--- src/core/fdp_pkg.sv ---
// Constants for the floppy drive signal layer
package fdp_pkg;
    // ------------------------------------------------------------
    // Clock rate selection
    // ------------------------------------------------------------
    localparam logic CLK_SEL_24MHZ = 1'b0;
    localparam logic CLK_SEL_48MHZ = 1'b1;
    localparam logic CLK_SEL_RESET = CLK_SEL_24MHZ;

    // ------------------------------------------------------------
    // Pad configuration layout
    // ------------------------------------------------------------
    localparam int  PAD_CFG_WIDTH       = 8;
    localparam int  PAD_PULLUP_DIS_BIT  = 7;
    localparam logic [7:0] PAD_CFG_RESET = 8'h00;

    // ------------------------------------------------------------
    // Step pulse timing
    // ------------------------------------------------------------
    localparam int SYS_CLK_HZ      = 10000000;
    localparam int STEP_LOW_NS     = 1000;
    localparam int STEP_HIGH_NS    = 1000;
    localparam int STEP_LOW_CYC    = (STEP_LOW_NS * (SYS_CLK_HZ / 1000000) + 999) / 1000;
    localparam int STEP_HIGH_CYC   = (STEP_HIGH_NS * (SYS_CLK_HZ / 1000000) + 999) / 1000;
    localparam int STEP_CNT_W      = 8;
    localparam int TRACK_CNT_W     = 8;

    typedef enum logic [1:0] {
        FDP_STEP_IDLE = 2'b00,
        FDP_STEP_LOW  = 2'b01,
        FDP_STEP_HIGH = 2'b10
    } fdp_step_type;
endpackage : fdp_pkg

--- src/core/fdp_signal_layer.sv ---
// Pin-level floppy drive signal layer
`timescale 1ns/1ps
`default_nettype none
module fdp_signal_layer (
    input  wire logic                                sys_clk,
    input  wire logic                                resetn,
    // Core-side controls
    input  wire logic                                clk_sel_wr,
    input  wire logic                                clk_sel_in,
    input  wire logic                                pad_cfg_wr,
    input  wire logic [fdp_pkg::PAD_CFG_WIDTH-1:0]   pad_cfg_in,
    input  wire logic                                motor_on,
    input  wire logic                                drive_select,
    input  wire logic                                side_one,
    input  wire logic                                seek_start,
    input  wire logic                                seek_outward,
    input  wire logic [fdp_pkg::TRACK_CNT_W-1:0]     seek_tracks,
    input  wire logic                                write_active,
    input  wire logic                                write_bit,
    // Core-side status
    output logic                                     clk_sel_48,
    output logic [fdp_pkg::PAD_CFG_WIDTH-1:0]        pad_config_reg,
    output logic                                     seek_busy,
    output logic                                     at_index,
    output logic                                     at_outer_track,
    output logic                                     write_protected,
    output logic                                     read_serial,
    output logic                                     disk_changed,
    // Drive-side pins (open drain: output low and enable)
    output logic                                     motor_on_drive0_n_oe,
    output logic                                     select_drive0_n_oe,
    output logic                                     seek_dir_oe,
    output logic                                     track_move_n_oe,
    output logic                                     side_select_oe,
    output logic                                     write_serial_n_oe,
    output logic                                     write_gate_n_oe,
    output logic                                     pad_pullup_en,
    input  wire logic                                track_start_n,
    input  wire logic                                outer_track_n,
    input  wire logic                                write_protect_n,
    input  wire logic                                read_serial_n,
    input  wire logic                                disk_change_n
);
    import fdp_pkg::*;

    // ------------------------------------------------------------
    // Pin conventions
    // ------------------------------------------------------------
    // Every drive-side output but pad_pullup_en is an open-drain enable
    // Enable high: pad sinks current, pin reads low
    // Enable low: pad released, external pull-up wins
    // So each *_oe is the active-high form of its pin
    //
    // Motor and select
    // Motor enable high spins drive 0
    // Select enable high picks drive 0
    // Both follow the core levels one cycle late
    //
    // Head side
    // Side enable high gives a low pin, head side 1
    // Released pin reads high, head side 0
    //
    // Seek
    // Direction enable high gives a low pin, inward motion
    // Direction released gives a high pin, outward motion
    // Direction frozen for the whole seek, never mid-pulse
    // Drives sample direction on the step edge
    // One high phase before the first pulse lets it settle
    // Each pulse moves the head by exactly one track
    //
    // Write path
    // Gate and data both masked by drive select
    // Avoids writing to a drive nobody picked
    // Precompensation is done upstream of this layer
    //
    // Status path
    // Five pins synchronised together, two flops each
    // Status lags the pins by three edges
    // Synchroniser resets to the released level
    // Avoids false status right after reset
    //
    // Pull-ups
    // One config bit disables all five pull-ups
    // Enable kept in step with the config register

    fdp_step_type                 step_state;
    logic [STEP_CNT_W-1:0]        step_cnt;
    logic [TRACK_CNT_W-1:0]       tracks_left;
    logic [4:0]                   sync1;
    logic [4:0]                   sync2;

    // ------------------------------------------------------------
    // Configuration
    // ------------------------------------------------------------
    // Clock rate falls back to the low rate at reset
    always_ff @(posedge sys_clk or negedge resetn) begin
        if (!resetn) begin
            clk_sel_48 <= CLK_SEL_RESET;
        end else if (clk_sel_wr) begin
            clk_sel_48 <= clk_sel_in;
        end
    end

    // Pad configuration and pull-up control
    always_ff @(posedge sys_clk or negedge resetn) begin
        if (!resetn) begin
            pad_config_reg <= PAD_CFG_RESET;
            pad_pullup_en  <= 1'b1;
        end else begin
            if (pad_cfg_wr) begin
                pad_config_reg <= pad_cfg_in;
            end
            // One bit kills all five pull-ups together
            pad_pullup_en <= pad_cfg_wr ? !pad_cfg_in[PAD_PULLUP_DIS_BIT]
                                        : !pad_config_reg[PAD_PULLUP_DIS_BIT];
        end
    end

    // ------------------------------------------------------------
    // Drive control outputs
    // ------------------------------------------------------------
    // Enable high pulls the pin low; release lets the pull-up win
    always_ff @(posedge sys_clk or negedge resetn) begin
        if (!resetn) begin
            motor_on_drive0_n_oe <= 1'b0;
            select_drive0_n_oe   <= 1'b0;
            side_select_oe       <= 1'b0;
            write_gate_n_oe      <= 1'b0;
            write_serial_n_oe    <= 1'b0;
        end else begin
            motor_on_drive0_n_oe <= motor_on;
            select_drive0_n_oe   <= drive_select;
            side_select_oe       <= side_one;
            // Writes only reach a selected drive
            write_gate_n_oe      <= write_active && drive_select;
            write_serial_n_oe    <= write_active && drive_select && write_bit;
        end
    end

    // ------------------------------------------------------------
    // Seek: direction then step pulses
    // ------------------------------------------------------------
    // Direction is latched at seek start and frozen while stepping
    always_ff @(posedge sys_clk or negedge resetn) begin
        if (!resetn) begin
            step_state      <= FDP_STEP_IDLE;
            step_cnt        <= '0;
            tracks_left     <= '0;
            seek_dir_oe     <= 1'b0;
            track_move_n_oe <= 1'b0;
            seek_busy       <= 1'b0;
        end else begin
            case (step_state)
                FDP_STEP_IDLE: begin
                    track_move_n_oe <= 1'b0;
                    if (seek_start && seek_tracks != '0) begin
                        seek_dir_oe <= !seek_outward;
                        tracks_left <= seek_tracks;
                        step_cnt    <= STEP_CNT_W'(STEP_HIGH_CYC);
                        seek_busy   <= 1'b1;
                        // Settle direction one high phase before the first pulse
                        step_state  <= FDP_STEP_HIGH;
                    end
                end
                FDP_STEP_LOW: begin
                    if (step_cnt == STEP_CNT_W'(1)) begin
                        track_move_n_oe <= 1'b0;
                        tracks_left     <= tracks_left - TRACK_CNT_W'(1);
                        step_cnt        <= STEP_CNT_W'(STEP_HIGH_CYC);
                        step_state      <= FDP_STEP_HIGH;
                    end else begin
                        step_cnt <= step_cnt - STEP_CNT_W'(1);
                    end
                end
                FDP_STEP_HIGH: begin
                    if (step_cnt != STEP_CNT_W'(1)) begin
                        step_cnt <= step_cnt - STEP_CNT_W'(1);
                    end else if (tracks_left == '0) begin
                        seek_busy  <= 1'b0;
                        step_state <= FDP_STEP_IDLE;
                    end else begin
                        track_move_n_oe <= 1'b1;
                        step_cnt        <= STEP_CNT_W'(STEP_LOW_CYC);
                        step_state      <= FDP_STEP_LOW;
                    end
                end
                default: begin
                    step_state <= FDP_STEP_IDLE;
                end
            endcase
        end
    end

    // ------------------------------------------------------------
    // Drive status inputs
    // ------------------------------------------------------------
    // Two-stage synchroniser; pins are asynchronous to sys_clk
    always_ff @(posedge sys_clk or negedge resetn) begin
        if (!resetn) begin
            sync1 <= 5'h1F;
            sync2 <= 5'h1F;
        end else begin
            sync1 <= {disk_change_n, read_serial_n, write_protect_n,
                      outer_track_n, track_start_n};
            sync2 <= sync1;
        end
    end

    // Active-low pins turned into active-high status
    always_ff @(posedge sys_clk or negedge resetn) begin
        if (!resetn) begin
            at_index        <= 1'b0;
            at_outer_track  <= 1'b0;
            write_protected <= 1'b0;
            read_serial     <= 1'b0;
            disk_changed    <= 1'b0;
        end else begin
            at_index        <= !sync2[0];
            at_outer_track  <= !sync2[1];
            write_protected <= !sync2[2];
            read_serial     <= !sync2[3];
            disk_changed    <= !sync2[4];
        end
    end
endmodule : fdp_signal_layer
`default_nettype wire

--- config.mk ---
export PLATFORM = sky130hd
export DESIGN_NAME = fdp_signal_layer
export DESIGN_NICKNAME = d
export VERILOG_FILES = /design/src/core/fdp_pkg.sv /design/src/core/fdp_signal_layer.sv
export SDC_FILE = /design/constraint.sdc
export NUM_CORES = 1
export LEC_CHECK = 0
export ABC_AREA = 1
export BUFFER_PORTS_ARGS = -buffer_cell sky130_fd_sc_hd__buf_2
export CAP_MARGIN = 20
export CORE_ASPECT_RATIO = 2
export CORE_MARGIN = 2
export CORE_UTILIZATION = 53
export DETAILED_ROUTE_END_ITERATION = 10
export HOLD_SLACK_MARGIN = 0.03
export PLACE_DENSITY_LB_ADDON = 0.15
export SLEW_MARGIN = 25
export SYNTH_ARGS = -nofsm -noshare
export SYNTH_HDL_FRONTEND = slang
export SYNTH_SLANG_ARGS = --single-unit
--- constraint.sdc ---
create_clock -name sys_clk -period 2.07 [get_ports sys_clk]
set_input_delay 0.621 -clock sys_clk [delete_from_list [all_inputs] [get_ports sys_clk]]
set_output_delay 0.621 -clock sys_clk [all_outputs]
set_load 0.05 [all_outputs]
==> results.md <==
- RSZ-0062 raised after global routing: false
- Die ar.: 5235 µm²
- P per Cell Area: 1377 nW/µm²
- CTS tree: done
- Filler cells: 407
- Fin. max-slew vios: 0
- Largest net degree at the start of global routing: 52
- Critical path class: reg -> out
- Distinct cell type count after synthesis: 27
- Final hold violations: 0
- Diodes inserted: 0
- Die height: 100.3 µm
- Post-DRT Antenna Nets: 0
- Clock Skew: 0.006361 ns
- Core Util, Final: 0.6418
- Async SR Flop Fraction: 1.000
- Buf+Inv Stages, Crit Path: 1
- Avg WL per Cell: 12.29 µm
- Leakage: 1.586 nW
- Die width: 52.17 µm
- Synth Cell Area: 2460 µm²
- Hpwl dp: 3.830 mm
- Rows: 35
- Area delta synth->final: 18.82%
- Worst skew pair latency: 0.30 ns
- Final nets: 383
- Crit path time final: 1.703 ns
- Share of layout cells above drive strength 1: 0.3052
- Worst slew margin relative to its limit: 0.7103
- H-tree levels: 2
- Gate power share: 0.489
- Core Area: 4554 µm²
- Commonest cells after routing, fill and taps aside: 88 x nand2_1, 55 x buf_2, 40 x dfrtp_1
- Clock tree buffer depth: 2
- Clock Tree Root: clkbuf_8
- Arrival @ worst endpoint: 1.08 ns
- CP max-delay cell: dfstp_2
- Clock network power share: 0.149
- WL final: 4.904 mm
- First-pass GRT wire length: 8.314 mm
- Outcome: finished, final reports clean
- Final Wtd Congestion: 0.8600
- Area contributors post-synth: dfrtp_1 41%, nand2_1 13%, dfstp_2 12%
- Final Cycle Share: 0.8227
- DR DRC count: 0
- Crit Path Max Fanout: 1
- Via count: 1978
- NetSw: 0.001851 W
- Initial DRC count: 26
- CTS buffer count: 5
- CP cell instances: buf_2
- Register area share after synthesis: 0.5244
- Peak Freq: 587.2 MHz
- Initial Util: 0.5401
- Port Buf Inserts: 55
- Avg Cell Area, Syn: 8.754 µm²
- Flops & latches, synth: 51
- GRT Total Usage: 0.2103
- Post-synthesis instance total: 281
- Part of the power in registers: 0.362
- Commonest non-fill, non-tap cell in the layout: nand2_1
- Post-synth EDFFs: 0
- Worst path top cell family by delay: flip-flops
- Setup violators final: 0
- Post-synth top area share: 0.4069
- Critical path startpoint category: register
- Post-Syn Nets: 321
- Crit path depth: 1
- Top_reg_cell synth: dfrtp_1
- Peak VDD IR: 896.3 µV
- Crit. End Element: output pin
- Post-CTS setup buffers: 0
- Drt first pass iters: 4
- DR vias/cell: 4.957
- Clock-pin slew on the worst setup and hold paths: 0.09 ns
- Number of global-route vias before repair: 1915
- Ports: 56
- Clk sink count: 51
- Crit path largest cell delay: 0.53 ns
- Yosys warning count: 0
- Class of the worst hold path: in -> async
- Sw Ratio: 0.4600
- Int Pwr: 0.002173 W
- Worst path required time: 1.45 ns
- Register area: 1290 µm²
- MaxCap Viol Count: 0
- Setup TNS Final: 0 ns
- Depth of the most critical reg-to-reg path: 6
- Post-synth top area cell: dfrtp_1
- Antenna violations before repair: 0
- Gr ovfl total: 0
- Multi-input gate area: 1016 µm²
- Post-CTS Hold Buffers: 0
- Slew at the pin closest to its max-slew limit: 0.4335 ns
- PostCTS Resize Cnt: 0
## cell usage after synthesis, types with 2 or more instances
master and number:
nand3_1 16, inv_2 2, nor2_1 29, inv_1 34
nand2_1 88, o21ai_0 7, dfrtp_1 40, buf_2 2
nand4_1 10, o21ai_2 2, nor2_2 5, nand2_4 4
nand3_2 2, dfstp_2 11, xor2_1 3, nor2_4 2
ha_1 7, mux2_2 8
## power by group through the flow
stage,Sequential [W],Clock (W),Combinational (W)
floorplan,0.00162,0,0.00135
global placement,0.00147,0,0.00194
detailed placement,0.00147,0,0.00197
CTS,0.00146,0.000613,0.00198
global route,0.00149,0.000656,0.00224
finish,0.00146,0.000599,0.00197
## worst paths after layout
kind | startpoint | end | slack, ns
worst max-delay path | pad_pullup_en | pad_pullup_en | 0.37
worst min-delay path | resetn | step_cnt[2] | 0.29
worst max register to register | step_state[0] | step_cnt[5] | 0.41
worst min register to register | sync1[4] | sync2[4] | 0.36
max in group asynchronous | resetn | sync1[2] | 1.49
min in group sys_clk | sync1[4] | sync2[4] | 0.36
## cell families after synthesis
group,synth area share
flops,0.5244
buf+inv,0.06256
fa+ha+maj,0.03560
simple gates,0.2976
mux,0.04069
compound gates,0.02848
xor+xnor,0.01068
## layer usage
layer	routed length, µm	GRT usage	vias to the layer above
li1	-	-	996
met1	1782	0.2290	921
met2	2844	0.3924	48
met3	155	0.02827	13
met4	121	0.08284	0
met5	0	0	-
## through the flow
step / worst slack [ns] / std cells / instance area (µm²) / total power [W] / hold slack [ns]
after CTS: 0.3582 / 399 / 2923 / 0.004044 / 0.3048
after global placement: 0.2863 / 391 / 2825 / 0.003408 / 0.3459
after global routing: 0.2340 / 399 / 2923 / 0.004381 / 0.3151
after detailed placement: 0.2456 / 391 / 2825 / 0.003441 / 0.3468
final: 0.3670 / 399 / 2923 / 0.004024 / 0.2874
after floorplan: 0.5956 / 281 / 2460 / 0.002970 / 0.3254
## final cells by class
class                   count  area share
repair buffers             58      0.1062
flip-flops and latches     51      0.4414
clock inverters             2    0.005137
well taps                  55     0.02354
multi-input cells         190      0.3476
clock buffers               6     0.02825
inverters                  37     0.04795
Power figures use the tool's default switching activity.
